File: src/dts_pkg.sv
// Contract
// - current sensor fault trips with code ten
// - processor fault trips with code eleven
// - active external-fault terminal trips, code twelve
// - each terminal selectable normally-open or normally-closed
// - link external trip request also trips
// - guarded run at power-on trips, code thirteen
// - guard on by terminal or select 01
// - run check only in 2 s window
// - panel and link runs are also checked
// - power-up ground fault trips, code fourteen
// - ground check suppressed while tripped
// - ground check select can disable it
// - aux-first: ground check at main-on
package dts_pkg;

	// fault codes shown while tripped
	localparam logic [7:0] DTS_CODE_NONE = 8'h00;
	localparam logic [7:0] DTS_CODE_CUR  = 8'h0a;
	localparam logic [7:0] DTS_CODE_CPU  = 8'h0b;
	localparam logic [7:0] DTS_CODE_EXT  = 8'h0c;
	localparam logic [7:0] DTS_CODE_GUARD = 8'h0d;
	localparam logic [7:0] DTS_CODE_GND  = 8'h0e;

	// cause vector positions, lowest index has priority
	localparam int DTS_IDX_CUR = 0;
	localparam int DTS_IDX_CPU = 1;
	localparam int DTS_IDX_EXT = 2;
	localparam int DTS_IDX_GUARD = 3;
	localparam int DTS_IDX_GND = 4;
	localparam int DTS_N_CAUSE = 5;

	// selection values
	localparam logic [1:0] DTS_GUARD_ENABLE = 2'h1;
	localparam logic       DTS_GF_ENABLE    = 1'b1;

	// timing
	localparam int unsigned DTS_CLK_HZ          = 200_000_000;
	localparam int unsigned DTS_START_WINDOW_MS = 2000;
	localparam int unsigned DTS_START_WINDOW_CYC = DTS_START_WINDOW_MS * (DTS_CLK_HZ / 1000);
	localparam int unsigned DTS_GF_WINDOW_US    = 50;
	localparam int unsigned DTS_GF_WINDOW_CYC   = DTS_GF_WINDOW_US * (DTS_CLK_HZ / 1_000_000);

	// supervisor states
	typedef enum logic [0:0] {
		DTS_RUN  = 1'b0,
		DTS_TRIP = 1'b1
	} dts_state_t;

	// trip status carried together
	typedef struct packed {
		logic       tripped;
		logic [7:0] code;
	} dts_trip_t;

	localparam dts_trip_t DTS_TRIP_RESET = '{tripped: 1'b0, code: DTS_CODE_NONE};

endpackage

File: src/dts_window_timer.sv
`timescale 1ns/1ps
// one-shot window: active for CYCLES clocks after start or reset
module dts_window_timer
	import dts_pkg::*;
#(
	parameter int unsigned CYCLES        = 16,
	parameter bit          LOAD_AT_RESET = 1'b0
) (
	// clock and reset
	input  wire logic i_clk,
	input  wire logic i_srst,
	// control
	input  wire logic i_start,
	// status
	output logic      o_active
);

	localparam int W = $clog2(CYCLES + 1);
	localparam logic [W-1:0] LOAD = W'(CYCLES);
	localparam logic [W-1:0] ZERO = '0;
	localparam logic [W-1:0] ONE  = W'(1);

	logic [W-1:0] count_reg;  // cycles left in the window

	// reload on start, count down to zero otherwise
	always_ff @(posedge i_clk) begin
		if (i_srst) begin
			count_reg <= LOAD_AT_RESET ? LOAD : ZERO;
		end else if (i_start) begin
			count_reg <= LOAD;
		end else if (count_reg != ZERO) begin
			count_reg <= count_reg - ONE;
		end
	end

	assign o_active = (count_reg != ZERO);

endmodule

File: src/dts_supervisor.sv
`timescale 1ns/1ps
// protective trip supervisor for the drive power stage
module dts_supervisor
	import dts_pkg::*;
#(
	parameter int          N_TERM            = 8,
	parameter int unsigned START_WINDOW_CYCLES = DTS_START_WINDOW_CYC,
	parameter int unsigned GF_WINDOW_CYCLES    = DTS_GF_WINDOW_CYC
) (
	// clock and reset
	input  wire logic              I_CLK,
	input  wire logic              I_SRST,
	// internal monitors
	input  wire logic              I_CUR_SENSE_FAULT,
	input  wire logic              I_CPU_FAULT,
	input  wire logic              I_GROUND_FAULT,
	// input terminals and their configuration
	input  wire logic [N_TERM-1:0] I_TERM_IN,
	input  wire logic [N_TERM-1:0] I_TERM_NC,
	input  wire logic [N_TERM-1:0] I_EXTERNAL_FAULT_INPUT_SEL,
	input  wire logic [N_TERM-1:0] I_UNATTENDED_START_GUARD_SEL,
	// settings
	input  wire logic [1:0]        I_START_GUARD_SELECT,
	input  wire logic              I_GROUND_FAULT_CHECK_SELECT,
	// run commands and link trip
	input  wire logic              I_RUN_TERM,
	input  wire logic              I_RUN_PANEL,
	input  wire logic              I_RUN_COMM,
	input  wire logic              I_COMM_EXT_TRIP,
	// supplies
	input  wire logic              I_MAIN_PWR,
	input  wire logic              I_AUX24_PWR,
	// trip reset request
	input  wire logic              I_FAULT_RESET,
	// power stage and status
	output logic                   O_OUTPUT_EN,
	output dts_trip_t              O_TRIP,
	output logic                   O_START_WINDOW,
	output logic                   O_GF_CHECKING,
	output logic                   O_GF_WAIT_MAIN
);

	// pick the code of the highest-priority cause
	function automatic logic [7:0] dts_pick_code(input logic [DTS_N_CAUSE-1:0] c);
		logic [7:0] code;
		code = DTS_CODE_NONE;
		if (c[DTS_IDX_CUR]) begin
			code = DTS_CODE_CUR;
		end else if (c[DTS_IDX_CPU]) begin
			code = DTS_CODE_CPU;
		end else if (c[DTS_IDX_EXT]) begin
			code = DTS_CODE_EXT;
		end else if (c[DTS_IDX_GUARD]) begin
			code = DTS_CODE_GUARD;
		end else if (c[DTS_IDX_GND]) begin
			code = DTS_CODE_GND;
		end
		return code;
	endfunction

	logic [N_TERM-1:0]      term_active;     // terminal level after contact sense
	logic                   ext_term;        // any external-fault terminal active
	logic                   guard_term;      // any guard terminal active
	logic                   guard_on;        // unattended-start guard in force
	logic                   run_any;         // run from any source
	logic                   main_prev_reg;   // main supply last cycle
	logic                   main_rise;       // main supply just came on
	logic                   start_win;       // run-check window open
	logic                   gf_win;          // ground-check window open
	logic [DTS_N_CAUSE-1:0] cause;           // trip causes this cycle
	logic                   any_cause;       // at least one cause
	logic                   reset_ok;        // trip reset accepted
	dts_state_t             state_reg;       // supervisor state
	dts_state_t             state_next;
	dts_trip_t              trip_reg;        // latched status
	dts_trip_t              trip_next;
	logic                   out_en_reg;      // power stage enable
	logic                   wait_main_reg;   // aux up, main not yet
	logic                   srst_prev_reg;   // reset seen last cycle, for checks
	logic [31:0]            since_rst_reg;   // cycles since reset release, saturating

	// contact sense: a normally-closed terminal is active when open
	genvar g;
	generate
		for (g = 0; g < N_TERM; g++) begin : g_term
			assign term_active[g] = I_TERM_IN[g] ^ I_TERM_NC[g];
		end
	endgenerate

	// terminal function decode
	assign ext_term   = |(term_active & I_EXTERNAL_FAULT_INPUT_SEL);
	assign guard_term = |(term_active & I_UNATTENDED_START_GUARD_SEL);
	assign guard_on   = guard_term | (I_START_GUARD_SELECT == DTS_GUARD_ENABLE);
	assign run_any    = I_RUN_TERM | I_RUN_PANEL | I_RUN_COMM;

	// main supply edge; reset value zero makes a present supply count as a rise
	always_ff @(posedge I_CLK) begin
		if (I_SRST) begin
			main_prev_reg <= 1'b0;
		end else begin
			main_prev_reg <= I_MAIN_PWR;
		end
	end
	assign main_rise = I_MAIN_PWR & ~main_prev_reg;

	// run-check window opens at power-on reset release
	dts_window_timer #(
		.CYCLES        (START_WINDOW_CYCLES),
		.LOAD_AT_RESET (1'b1)
	) u_start_win (
		.i_clk    (I_CLK),
		.i_srst   (I_SRST),
		.i_start  (1'b0),
		.o_active (start_win)
	);

	// ground-check window opens when the main supply comes on
	dts_window_timer #(
		.CYCLES        (GF_WINDOW_CYCLES),
		.LOAD_AT_RESET (1'b0)
	) u_gf_win (
		.i_clk    (I_CLK),
		.i_srst   (I_SRST),
		.i_start  (main_rise),
		.o_active (gf_win)
	);

	// trip causes
	always_comb begin
		cause = '0;
		cause[DTS_IDX_CUR] = I_CUR_SENSE_FAULT;
		cause[DTS_IDX_CPU] = I_CPU_FAULT;
		cause[DTS_IDX_EXT] = ext_term | I_COMM_EXT_TRIP;
		cause[DTS_IDX_GUARD] = start_win & guard_on & run_any;
		cause[DTS_IDX_GND] = gf_win & (I_GROUND_FAULT_CHECK_SELECT == DTS_GF_ENABLE)
			& I_GROUND_FAULT & (state_reg != DTS_TRIP);
	end
	assign any_cause = |cause;
	// a reset is taken only when nothing is still asking for a trip
	assign reset_ok  = I_FAULT_RESET & ~any_cause;

	// next state and latched code
	always_comb begin
		state_next = state_reg;
		trip_next  = trip_reg;
		case (state_reg)
			DTS_RUN: begin
				// first fault wins the recorded code
				if (any_cause) begin
					state_next        = DTS_TRIP;
					trip_next.tripped = 1'b1;
					trip_next.code    = dts_pick_code(cause);
				end
			end
			DTS_TRIP: begin
				// hold until reset accepted
				if (reset_ok) begin
					state_next = DTS_RUN;
					trip_next  = DTS_TRIP_RESET;
				end
			end
			default: begin
				state_next = DTS_TRIP;
				trip_next  = '{tripped: 1'b1, code: DTS_CODE_CPU};
			end
		endcase
	end

	// supervisor state
	always_ff @(posedge I_CLK) begin
		if (I_SRST) begin
			state_reg <= DTS_RUN;
		end else begin
			state_reg <= state_next;
		end
	end

	// latched trip status
	always_ff @(posedge I_CLK) begin
		if (I_SRST) begin
			trip_reg <= DTS_TRIP_RESET;
		end else begin
			trip_reg <= trip_next;
		end
	end

	// power stage enable drops with the trip
	always_ff @(posedge I_CLK) begin
		if (I_SRST) begin
			out_en_reg <= 1'b0;
		end else begin
			out_en_reg <= (state_next == DTS_RUN);
		end
	end

	// aux supply up while main still absent: ground check deferred
	always_ff @(posedge I_CLK) begin
		if (I_SRST) begin
			wait_main_reg <= 1'b0;
		end else begin
			wait_main_reg <= I_AUX24_PWR & ~I_MAIN_PWR;
		end
	end

	// reset delayed one cycle: the release edge still samples reset-time state,
	// so checks stay off until the first cycle that ran normally
	always_ff @(posedge I_CLK) begin
		srst_prev_reg <= I_SRST;
	end

	// cycles since reset release, stops once the run-check window has passed
	// so that it never wraps on the long default window
	always_ff @(posedge I_CLK) begin
		if (I_SRST) begin
			since_rst_reg <= 32'h0;
		end else if (since_rst_reg < START_WINDOW_CYCLES) begin
			since_rst_reg <= since_rst_reg + 32'h1;
		end
	end

	// outputs
	assign O_OUTPUT_EN    = out_en_reg;
	assign O_TRIP         = trip_reg;
	assign O_START_WINDOW = start_win;
	assign O_GF_CHECKING  = gf_win;
	assign O_GF_WAIT_MAIN = wait_main_reg;
endmodule

File: config.mk
export PLATFORM = sky130hd
export DESIGN_NAME = dts_supervisor
export DESIGN_NICKNAME = d
export VERILOG_FILES = /design/src/dts_pkg.sv /design/src/dts_window_timer.sv /design/src/dts_supervisor.sv
export SDC_FILE = /design/constraint.sdc
export NUM_CORES = 1
export LEC_CHECK = 0
export BUFFER_PORTS_ARGS = -buffer_cell sky130_fd_sc_hd__buf_2
export CORE_MARGIN = 3
export CORE_UTILIZATION = 53
export CTS_CLUSTER_DIAMETER = 60
export DETAILED_ROUTE_END_ITERATION = 6
export HOLD_SLACK_MARGIN = 0.06
export PLACE_DENSITY = 0.79
export SETUP_SLACK_MARGIN = 0.3
export SYNTH_ARGS = -nofsm -noshare
export SYNTH_HDL_FRONTEND = slang
export SYNTH_SLANG_ARGS = --single-unit
export TNS_END_PERCENT = 10
File: constraint.sdc
create_clock -name I_CLK -period 2.6 [get_ports I_CLK]
set_clock_uncertainty 0.15 [all_clocks]
set_input_delay 0.26 -clock I_CLK [delete_from_list [all_inputs] [get_ports I_CLK]]
set_output_delay 0.26 -clock I_CLK [all_outputs]
set_load 0.01 [all_outputs]
# Yosys cells after proc, flatten, opt, wreduce, memory -nomap -nowiden
# Index checks and enable logic that the tools add are counted.
# op_classes
addsub	2
n_mul	0
n_div	0
magnitude_cmp	0
eq_ne	3
shift	0
muxes	13
bitwise_logic	27
n_reduce_logical	8
# ops
op	n
nonzero test 29 bit	1
subtractor 29 x 1 -> 29 bit, second input constant	1
two-way mux 14 bit	2
two-way mux 4 bit	5
two-way mux 9 bit	2
case mux 9 bit (2 select lines)	1
AND 8 bit	2
OR reduction 8 bit	2
nonzero test 14 bit	1
subtractor 14 x 1 -> 14 bit, second input constant	1
AND 1 bit	8
bitwise XOR 1 bit	8
NOT 1 bit	5
OR reduction 5 bit	1
inequality test 2 bit, second input constant	2
OR 1 bit	4
equality test 2 x 1 -> 1 bit, second input constant	1
two-way mux 1 bit	2
case mux 1 bit (2 select lines)	1
AND reduction 2 bit	1
nonzero test 2 bit	1
OR reduction 2 bit	1
# word_totals
register_bits	56
latch_bits	0
ram_bits	0
romBits	0
input_bits	47
out_inout_bits	13
word_cells	62
memories	0

# Longest topological paths before layout
# Gate-level depths: netlist (run 1).
# logic_depth
depth_word	12
mapped_depth	9
depth_no_buf	8

# Cells and area by module
# From an unflattened synthesis (run 1), not the netlist that was laid out.
# hier_totals
cells_unflattened	307
area_unflattened_um2	2767.7
# by_module_without_submodules
mod	n_inst	cells_per_inst	area_per_inst_um2	seq_area_each_um2
dts_window_timer (u_start_win)	1	162	1443.9	580.6
dts_window_timer (u_gf_win)	1	78	719.4	280.3
dts_supervisor	1	67	604.3	180.2

# Worst setup path after synthesis (run 1)
# Ideal clock, no wire load.
# synth_timing
path_type	flip-flop to output port
from	register u_start_win.count_reg[24]
to	output port O_START_WINDOW
t_arrival_ns	1.976
t_required_ns	2.190
path_slack_ns	0.214
path_stages_with_launch	5
path_buffers	0
cell_sequence	dfxtp_1 > or4_4 > nor3b_4 > nand2_1 > or4_2
# synth_between
elab_chain_cells	1
# synth_lines
element	line_no	rtl
start: declaration	dts_window_timer.sv:23	logic [W-1:0] count_reg;
start signal: assignment	dts_window_timer.sv:28	count_reg <= LOAD_AT_RESET ? LOAD : ZERO;
start signal: assignment	dts_window_timer.sv:32	count_reg <= count_reg - ONE;
nonzero test 29 bit	dts_window_timer.sv:36	assign o_active = (count_reg != ZERO);
end: declaration	dts_supervisor.sv:38	output logic O_START_WINDOW,
# Every way passes these cells.

# Worst setup path in the final report (run 1)
# Ends and elaborated chain as after synthesis.

==> metrics.txt, run 1 <==
initial core utilization about 57%; f_max 408 MHz; Yosys top cell by area dfxtp_1; PD cells 669 nW/µm²; TritonCTS clock tree built; post-synthesis compound-gate area fraction 13.0%; worst-path cell chain or4_4 > nor3b_4 > nand2_2 > or4_4 > buf_6; placed cells 384; CP Capture Type output port; CP Buf/Inv Count 1; pins over their slew limit 0; slowest cell on the critical path or4_4; Post-Synth XOR/XNOR Area 13.3%; first-pass GRT wire length 8960 µm; clock-pin slew on the worst setup and hold paths 90 ps; CTS sink count 52; HPWL Detailed 3770 µm; critical path class reg2out; CP required around 2200 ps; largest family of logic cells by synthesized area simple AND/OR/NAND/NOR gates; total gr overflow 0; share of cells above drive strength 1 roughly 29%; Sw Ratio approximately 32%; core area 4500 µm²; vias in the first global route 2,127; die height roughly 76 µm; drt pass-1 iters 4; Cells after Synth 281; Final Power around 0.0021 W; Filler cells 343; die area 5720 µm²; I/O pin count 60; largest net degree at the start of global routing 31; synth unique cells 53; Placed Area between 2000 and 3000 µm²; post-synth top area share 40.5%; 1st-iter DRT viols 81; max FFs per register 29; Sum Neg Setup Slack 0 ps; status finished clean; syn_area_per_cell 9.15 µm²; critical path's top delay family simple AND/OR/NAND/NOR gates; Pleak 1.26 nW; final instance area 3110 µm²; Crit path largest cell delay between 500 and 600 ps; WP data arrival between 2000 and 2500 ps; worst ir drop on vdd 322 µV; ys async rst share 0%; Post-synth top flop dfxtp_1; Site Rows 24; Int Power 0.00141 W; crit path max fanout 2; CTS max path bufs 2; # diodes 0; post-synthesis sequential area ratio 40.5%; post-synthesis adder-cell area fraction under 10%; Netlist Area Pre-Place 2570 µm²; simple-gate share of the synthesized area ~28%; Root Driver clkbuf_8; Final #Nets 396; Hold WC Path Type in2reg; drt wl/cell around 13 µm; top cells by count, synth 52 x dfxtp_1, 33 x nor2_1, 23 x nand2_1; mux cell area share after synthesis 0%; htree depth 2; Reg power frac 48.8%; Final GP Congestion 0.821; All-Layer GR Usage 20.2%; Hold Fails Final Rpt 0; routed wire length 5280 µm; Max-Cap Viols 0; RSZ-0062 raised after global routing true; initial antenna violation count 0; routed via count roughly 2,200; PortBufs between 50 and 60; minimum clock period 2450 ps; Clock Power Share a little under a quarter; most used cell, CP or4_4; total CTS buffers 5; routed vias/inst about 5.5; main area contributors after synthesis dfxtp_1 40%, xor2_1 6.8%, xnor2_1 6.5%; Layout Cells excl Fill 398; Clock Latency Late Sink 310 ps; most common cell in the synthesized netlist dfxtp_1; Post-synth EDFFs 0; endpoints failing setup 0; CP startpoint kind flip-flop; Detail Route Antenna Nets 0; Gate power share 28.5%; Area Growth Syn to Fin 21.1%; fin crit share 94.2%; Net Sw Power between 0.0006 and 0.0007 W; FF+latch count, synth 52; yosys warns 0; DR DRC count 0; die width 75.7 µm
## power groups by stage
stage	combinational [W]	sequential, W	clock (W)
3_5_place_dp	0.000545	0.00101	0
2_1_floorplan	0.000428	0.000992	0
6_report	0.000592	0.00102	0.000473
5_1_grt	0.000662	0.00104	0.000517
3_3_place_gp	0.000529	0.00101	0
4_1_cts	0.000565	0.00100	0.000489
## cell families (layout without fill, tap and decap cells)
kind of cell / after synthesis / count (layout)
AOI/OAI and AO/OA: 46 / 46
other: 1 / 4
xor gates and xnor gates: 39 / 39
DFF: 52 / 52
adders and majority gates: 4 / 4
buffers and inverters: 16 / 78
and+or+nand+nor: 123 / 123
## cell usage in the layout (no fill, tap or decap), drive strengths merged, types with 9 or more instances in the layout
| cell type | n |
|---|---|
| nand2 | 23 |
| dfxtp | 52 |
| xnor2 | 19 |
| or3 | 11 |
| nor3 | 12 |
| a21oi | 10 |
| nor4 | 9 |
| nor2 | 33 |
| xor2 | 20 |
| buf | 62 |
## layer usage
| metal | global-route usage, % | routed length [µm] | vias to the layer above |
|---|---|---|---|
| met5 | 0 | 0 | - |
| met4 | 7.96 | 82 | 0 |
| met3 | 3.56 | 223 | 8 |
| met2 | 36.4 | 2710 | 47 |
| met1 | 23.7 | 2260 | 1013 |
| li1 | - | - | 1120 |
## timing repair
item | 4_1_cts | 5_1_grt
gates resized for setup | 9 | 7
pin swaps | 3 | 3
hold endpoints to repair | 2 | 0
hold buffers | 2 | 0
endpoints found under the setup margin | 22 | 32
buffers inserted | 4 | 0
## stage by stage
stage | worst slack (ps) | util, % | hold WS [ps]
2_1_floorplan | 303 | - | 186
3_3_place_gp | 197 | 64.2 | 302
3_5_place_dp | 165 | 64.2 | 304
4_1_cts | 102 | 68.2 | 173
5_1_grt | 70.8 | 69.1 | 201
6_report | 151 | 69.1 | 188
## final timing paths
path                                     startpoint                endpoint  slack [ps]  depth (start not counted)
max          u_start_win.count_reg[24]$_SDFFE_PP1P_          O_START_WINDOW         150                          5
min                                     I_CPU_FAULT  O_OUTPUT_EN$_SDFF_PP0_         190                          4
max reg2reg  u_start_win.count_reg[24]$_SDFFE_PP1P_  O_TRIP[2]$_SDFFE_PP0P_         220                          7
min reg2reg                  O_TRIP[8]$_SDFFE_PP0P_  O_TRIP[8]$_SDFFE_PP0P_         320                          1
## worst reg2reg max path: stages, from the launching register on
cell and delay [ps]:
dfxtp_2 330, or4_4 550, nor3b_4 230, buf_4 180
nand4_4 90, a21boi_4 240, a41oi_2 220, a32o_1 290
## final cells by class
type | instances | area, µm² | share of cell area [%]
Inverter | 6 | 22.5 | 0.723
Multi-Input combinational cell | 216 | 1530 | 49.2
Clock buffer | 7 | 86.3 | 2.77
Sequential cell | 52 | 1050 | 33.6
Tap cell | 52 | 65.1 | 2.09
Timing Repair Buffer | 64 | 354 | 11.4
Clock inverter | 1 | 7.51 | 0.241
Note: power is estimated with default switching activity, not from simulation.
==> run 2: changes to the inputs <==
--- a/config.mk
+++ b/config.mk
@@ -12,6 +12,7 @@
 export DETAILED_ROUTE_END_ITERATION = 6
 export HOLD_SLACK_MARGIN = 0.06
 export PLACE_DENSITY = 0.79
+export RECOVER_POWER = 100
 export SETUP_SLACK_MARGIN = 0.3
 export SYNTH_ARGS = -nofsm -noshare
 export SYNTH_HDL_FRONTEND = slang
==> run 2 against run 1 <==
  * Power shrank 0.84%
  * First-iteration DRC count shrank 17%
  * Clock-buffer cell count is the same
  * Core utilization shrank 0.86 points
  * Maximum frequency grew 0.33%
  * Routed wire length shrank 0.17%
  * Register-to-register slack is essentially flat
  * Non-clock buffer count is the same
  * Die area is the same
  * Final cell count is the same
  * Critical path depth is the same
  * Flip-flop and latch count is the same
  * Highest routed layer unchanged
==> metrics.txt, run 2 (synthesis gave the netlist of run 1 again) <==
status finished clean; worst-path cell chain or4_4 > nor3b_4 > nand2_2 > or4_4 > clkbuf_1; first-pass GRT wire length 8960 µm (unchanged); Worst R2R Setup Slack 210 ps (about the same); Final GP Congestion 0.821 (unchanged); endpoints failing setup 0 (unchanged); # diodes 0 (unchanged); clock-pin slew on the worst setup and hold paths 90 ps (about the same); Hold Fails Final Rpt 0 (unchanged); minimum clock period 2440 ps (-8.16 ps); pins over their slew limit 0 (unchanged); Critical Path Start u_start_win.count_reg[24]$_SDFFE_PP1P_; most common cell after layout, fill and taps aside dfxtp_1; die height 75.7 µm (unchanged); die area 5720 µm² (unchanged); Crit path largest cell delay 550 ps (about the same); Root Driver clkbuf_8; TritonCTS clock tree built; routed wire length 5270 µm (-0.17%); Pleak 1.21 nW (-4.1%); CP Buf/Inv Count 1 (unchanged); All-Layer GR Usage 20.2% (unchanged); commonest non-fill, non-tap cells in the layout 49 x dfxtp_1, 45 x buf_2, 32 x nor2_1; initial antenna violation count 0 (unchanged); r2r worst-path depth 7 (unchanged); worst setup path endpoint O_START_WINDOW; PD cells 671 nW/µm² (+0.41%); CP required 2190 ps (about the same); slowest cell on the critical path or4_4; Sum Neg Setup Slack 0 ps (unchanged); vias in the first global route 2,127 (unchanged); total gr overflow 0 (unchanged); routed via count 2,188 (unchanged); critical path's top delay family simple AND/OR/NAND/NOR gates; Filler cells 352 (+2.6%); CP Depth 5 (unchanged); Area Growth Syn to Fin 19.6%; r2r startpoint u_start_win.count_reg[24]$_SDFFE_PP1P_; Detail Route Antenna Nets 0 (unchanged); CTS max path bufs 2 (unchanged); Clock Latency Late Sink 310 ps (about the same); max FFs per register 29 (unchanged); I/O pin count 60 (unchanged); RSZ-0062 raised after global routing true; critical path class reg2out; routed vias/inst 5.50 (unchanged); max_slew headroom a little under two thirds; share of cells above drive strength 1 24.6% (-4.0 points); Final #Nets 396 (unchanged); CP Capture Type output port; drt wl/cell 13.2 µm (-0.17%); f_max 410 MHz (+0.33%); fin crit share 93.9% (-0.31 points); reg2reg end O_TRIP[2]$_SDFFE_PP0P_; CTS sink count 52 (unchanged); largest net degree at the start of global routing 31 (unchanged); htree depth 2 (unchanged); PortBufs 55 (unchanged); 1st-iter DRT viols 67 (-17%); worst ir drop on vdd 322 µV (about the same); crit path max fanout 2 (unchanged); core area 4500 µm² (unchanged); HPWL Detailed 3770 µm (unchanged); Site Rows 24 (unchanged); initial core utilization 57.1% (unchanged); DR DRC count 0 (unchanged); fin util 68.3% (-0.86 points); Hold WC Path Type in2reg; CP startpoint kind flip-flop; total CTS buffers 5 (unchanged); drt pass-1 iters 4 (unchanged); Max-Cap Viols 0 (unchanged); WP data arrival 2030 ps (about the same); Worst Tran Pin Value 545 ps; die width 75.7 µm (unchanged); most used cell, CP or4_4
run 2: worst register-to-register path, delay by kind of cell, from the launching register on:
kind	cells	cell delay [ps]
flip-flops	1	330
AND/OR/NAND/NOR	3	870
buffers and inverters	1	180
AO/OA/AOI/OAI	3	750
run 2: worst min path at each step:
stage | start | end | slack [ps] | cells after the start
6_report | I_CUR_SENSE_FAULT | O_OUTPUT_EN$_SDFF_PP0_ | 180 | 4
5_1_grt | I_CUR_SENSE_FAULT | O_OUTPUT_EN$_SDFF_PP0_ | 200 | 4
4_1_cts | I_CUR_SENSE_FAULT | O_OUTPUT_EN$_SDFF_PP0_ | 170 | 4
3_5_place_dp | O_TRIP[8]$_SDFFE_PP0P_ | O_TRIP[8]$_SDFFE_PP0P_ | 300 | 1
3_3_place_gp | O_TRIP[8]$_SDFFE_PP0P_ | O_TRIP[8]$_SDFFE_PP0P_ | 300 | 1
2_1_floorplan | I_MAIN_PWR | O_GF_WAIT_MAIN$_SDFF_PP0_ | 190 | 1
run 2: layer usage:
metal,up-vias,wire [µm],share of wire [%],GRT usage (%)
met4,0,82,1.6,7.96
met3,8,222,4.2,3.56
met1,1010,2260,43,23.7
met5,-,0,0,0
met2,49,2700,51,36.4
li1,1121,-,-,-
run 2: report_power, final:
part	switching (W)	internal (W)	leakage (nW)
registers	0.000121	0.000893	0.427
logic	0.000291	0.000286	0.742
clock network	0.000256	0.000217	0.0445
total	0.000668	0.00140	1.21
run 2: timing repair:
action | in CTS | in global routing
cloned | 0 | 0
hold buffers | 2 | 0
setup endpoints to repair | 22 | 32
endpoints found under the hold margin | 2 | 0
pin swaps | 3 | 3
setup buffers | 4 | 0
gates resized for setup | 9 | 7
run 2: through the flow:
step	total power (W)	hold WS [ps]	instance area [µm²]	setup slack [ps]	std cells
5_1_grt	0.00220	201	3070	42.3	398
3_3_place_gp	0.00154	302	2890	197	384
6_report	0.00206	185	3070	159	398
2_1_floorplan	0.00142	186	2580	303	284
3_5_place_dp	0.00155	304	2890	165	384
4_1_cts	0.00206	173	3070	102	398
run 2: cell type report:
type	count	area (µm²)	area share, %
clock inverters	1	7.51	0.244
multi-input cells	216	1520	49.3
flip-flops and latches	52	1040	34.0
inverters	6	22.5	0.733
repair buffers	64	332	10.8
well taps	52	65.1	2.12
clock buffers	7	86.3	2.81
==> run 3: changes to the inputs <==
--- a/config.mk
+++ b/config.mk
@@ -11,7 +11,7 @@
 export CTS_CLUSTER_DIAMETER = 60
 export DETAILED_ROUTE_END_ITERATION = 6
 export HOLD_SLACK_MARGIN = 0.06
-export PLACE_DENSITY = 0.79
+export PLACE_DENSITY = 0.75
 export RECOVER_POWER = 100
 export SETUP_SLACK_MARGIN = 0.3
 export SYNTH_ARGS = -nofsm -noshare
==> run 3 against run 2 <==
  * Core utilization increased by 2.9 points
  * Die area unchanged
  * Setup slack got worse by 25 ps
  * Sequential share of layout area decreased by 1.3 points
  * First-iteration DRC count increased by 67%
  * Worst hold slack improved by 50 ps
  * Register-to-register slack got worse by 70 ps
  * Routed wire length increased by 7.6%
  * Power about the same
  * Global-route usage decreased by 0.26 points
==> metrics.txt, run 3 (synthesis gave the netlist of run 1 again) <==
first-pass GRT wire length 8820 µm (-1.6%); most common cell after layout, fill and taps aside dfxtp_1; fin crit share 94.9% (+0.98 points); met3 wire length 238 µm (+7.2%); I/O pin count 60 (unchanged); PD cells 645 nW/µm² (-4.0%); CP Buf/Inv Count 1 (unchanged); core area 4500 µm² (unchanged); drt wl/cell 13.8 µm (+3.9%); total gr overflow 0 (unchanged); PortBufs 55 (unchanged); largest net degree at the start of global routing 31 (unchanged); critical path's top delay family simple AND/OR/NAND/NOR gates; max layer used met4; initial antenna violation count 0 (unchanged); DRT met1 WL 2480 µm (+9.4%); Final #Nets 410 (+3.5%); clock-pin slew on the worst setup and hold paths 90 ps (about the same); DR DRC count 0 (unchanged); endpoints failing setup 0 (unchanged); Clock Latency Late Sink 300 ps (about the same); die height 75.7 µm (unchanged); initial core utilization 57.1% (unchanged); crit path max fanout 2 (unchanged); CP startpoint kind flip-flop; routed wire length 5670 µm (+7.6%); htree depth 2 (unchanged); Area Growth Syn to Fin 24.6%; Site Rows 24 (unchanged); routed via count 2,258 (+3.2%); die area 5720 µm² (unchanged); worst ir drop on vdd 461 µV (+43%); max FFs per register 29 (unchanged); 1st-iter DRT viols 112 (+67%); Final GP Congestion 0.785 (-4.4%); commonest non-fill, non-tap cells in the layout 48 x dfxtp_1, 46 x buf_2, 33 x nor2_1; CP required 2190 ps (about the same); TritonCTS clock tree built; vias in the first global route 2,072 (-2.6%); WP data arrival 2060 ps (+30 ps); Hold Fails Final Rpt 0 (unchanged); most used cell, CP or4_4; pins over their slew limit 0 (unchanged); Hold WC Path Type in2reg; slowest cell on the critical path or4_4; routed vias/inst 5.48 (-0.31%); drt pass-1 iters 5 (+1); Sum Neg Setup Slack 0 ps (unchanged); Root Driver clkbuf_8; critical path class reg2out; worst-path cell chain or4_4 > nor3b_4 > nand2_2 > or4_4 > buf_6; minimum clock period 2470 ps (+25.4 ps); share of cells above drive strength 1 27.2% (+2.7 points); Detail Route Antenna Nets 0 (unchanged); die width 75.7 µm (unchanged); CTS max path bufs 2 (unchanged); All-Layer GR Usage 20.0% (-0.26 points); status finished clean; CP Capture Type output port; Max-Cap Viols 0 (unchanged); fin util 71.1% (+2.9 points); f_max 405 MHz (-1.0%); total CTS buffers 5 (unchanged); Crit path largest cell delay 550 ps (about the same); RSZ-0062 raised after global routing true; WL met2 2870 µm (+6.1%); CTS sink count 52 (unchanged); Pleak 1.29 nW (+6.6%); # diodes 0 (unchanged); HPWL Detailed 3890 µm (+3.3%)
-- run 3: changes by cell type in the layout (fill, tap and decap cells not counted), sizes merged --
cell,delta
clkbuf,+1
buf,+13
-- run 3: through the flow --
step	hold WS [ps]	instance area [µm²]	total power [W]	worst slack [ps]	cells
3_3_place_gp	294	2890	0.00153	201	384
4_1_cts	175	3090	0.00203	112	403
5_1_grt	244	3200	0.00219	42.6	412
3_5_place_dp	302	2890	0.00155	141	384
6_report	234	3200	0.00206	134	412
2_1_floorplan	186	2580	0.00142	303	284
-- run 3: repair_timing --
| item | in CTS | in global routing |
|---|---|---|
| hold buffers | 2 | 0 |
| resized for setup | 5 | 14 |
| setup buffers | 9 | 9 |
| endpoints found under the hold margin | 1 | 0 |
| setup endpoints to repair | 15 | 37 |
| pin swaps | 4 | 7 |
| cloned | 0 | 0 |
-- run 3: cell type report --
| type | count | area (µm²) |
|---|---|---|
| tap | 52 | 65.1 |
| multi-input combinational | 216 | 1520 |
| timing repair buffer | 78 | 453 |
| clock buffer | 7 | 86.3 |
| fill | 347 | 1300 |
| inverter | 6 | 22.5 |
| clock inverter | 1 | 7.51 |
| sequential | 52 | 1050 |
-- run 3: metal layers --
metal  GRT usage [%]  vias up
met5               0        -
met4            4.85        0
met3            4.75       10
met2            34.9       50
met1            24.8     1049
li1                -     1149
-- run 3: worst reg2reg max path, delay by kind of cell, from the launching register on --
kind,cells,cell delay (ps)
simple gates,6,1080
xor+xnor,1,160
flops,1,330
buf+inv,5,640
-- run 3: report_power, final --
group	leakage [nW]	switching [W]	internal, W
combinational	0.823	0.000289	0.000293
clock	0.0445	0.000253	0.000217
sequential	0.426	0.000121	0.000893
total	1.29	0.000663	0.00140
-- run 3: final timing paths --
kind / from / end / slack (ps) / cells after the start
worst min-delay path: I_FAULT_RESET / state_reg$_SDFF_PP0_ / 230 / 4
worst max-delay path: u_start_win.count_reg[24]$_SDFFE_PP1P_ / O_START_WINDOW / 130 / 5
worst min register to register: O_TRIP[3]$_SDFFE_PP0P_ / O_TRIP[3]$_SDFFE_PP0P_ / 320 / 1
worst max register to register: u_start_win.count_reg[24]$_SDFFE_PP1P_ / u_start_win.count_reg[26]$_SDFFE_PP1P_ / 140 / 12
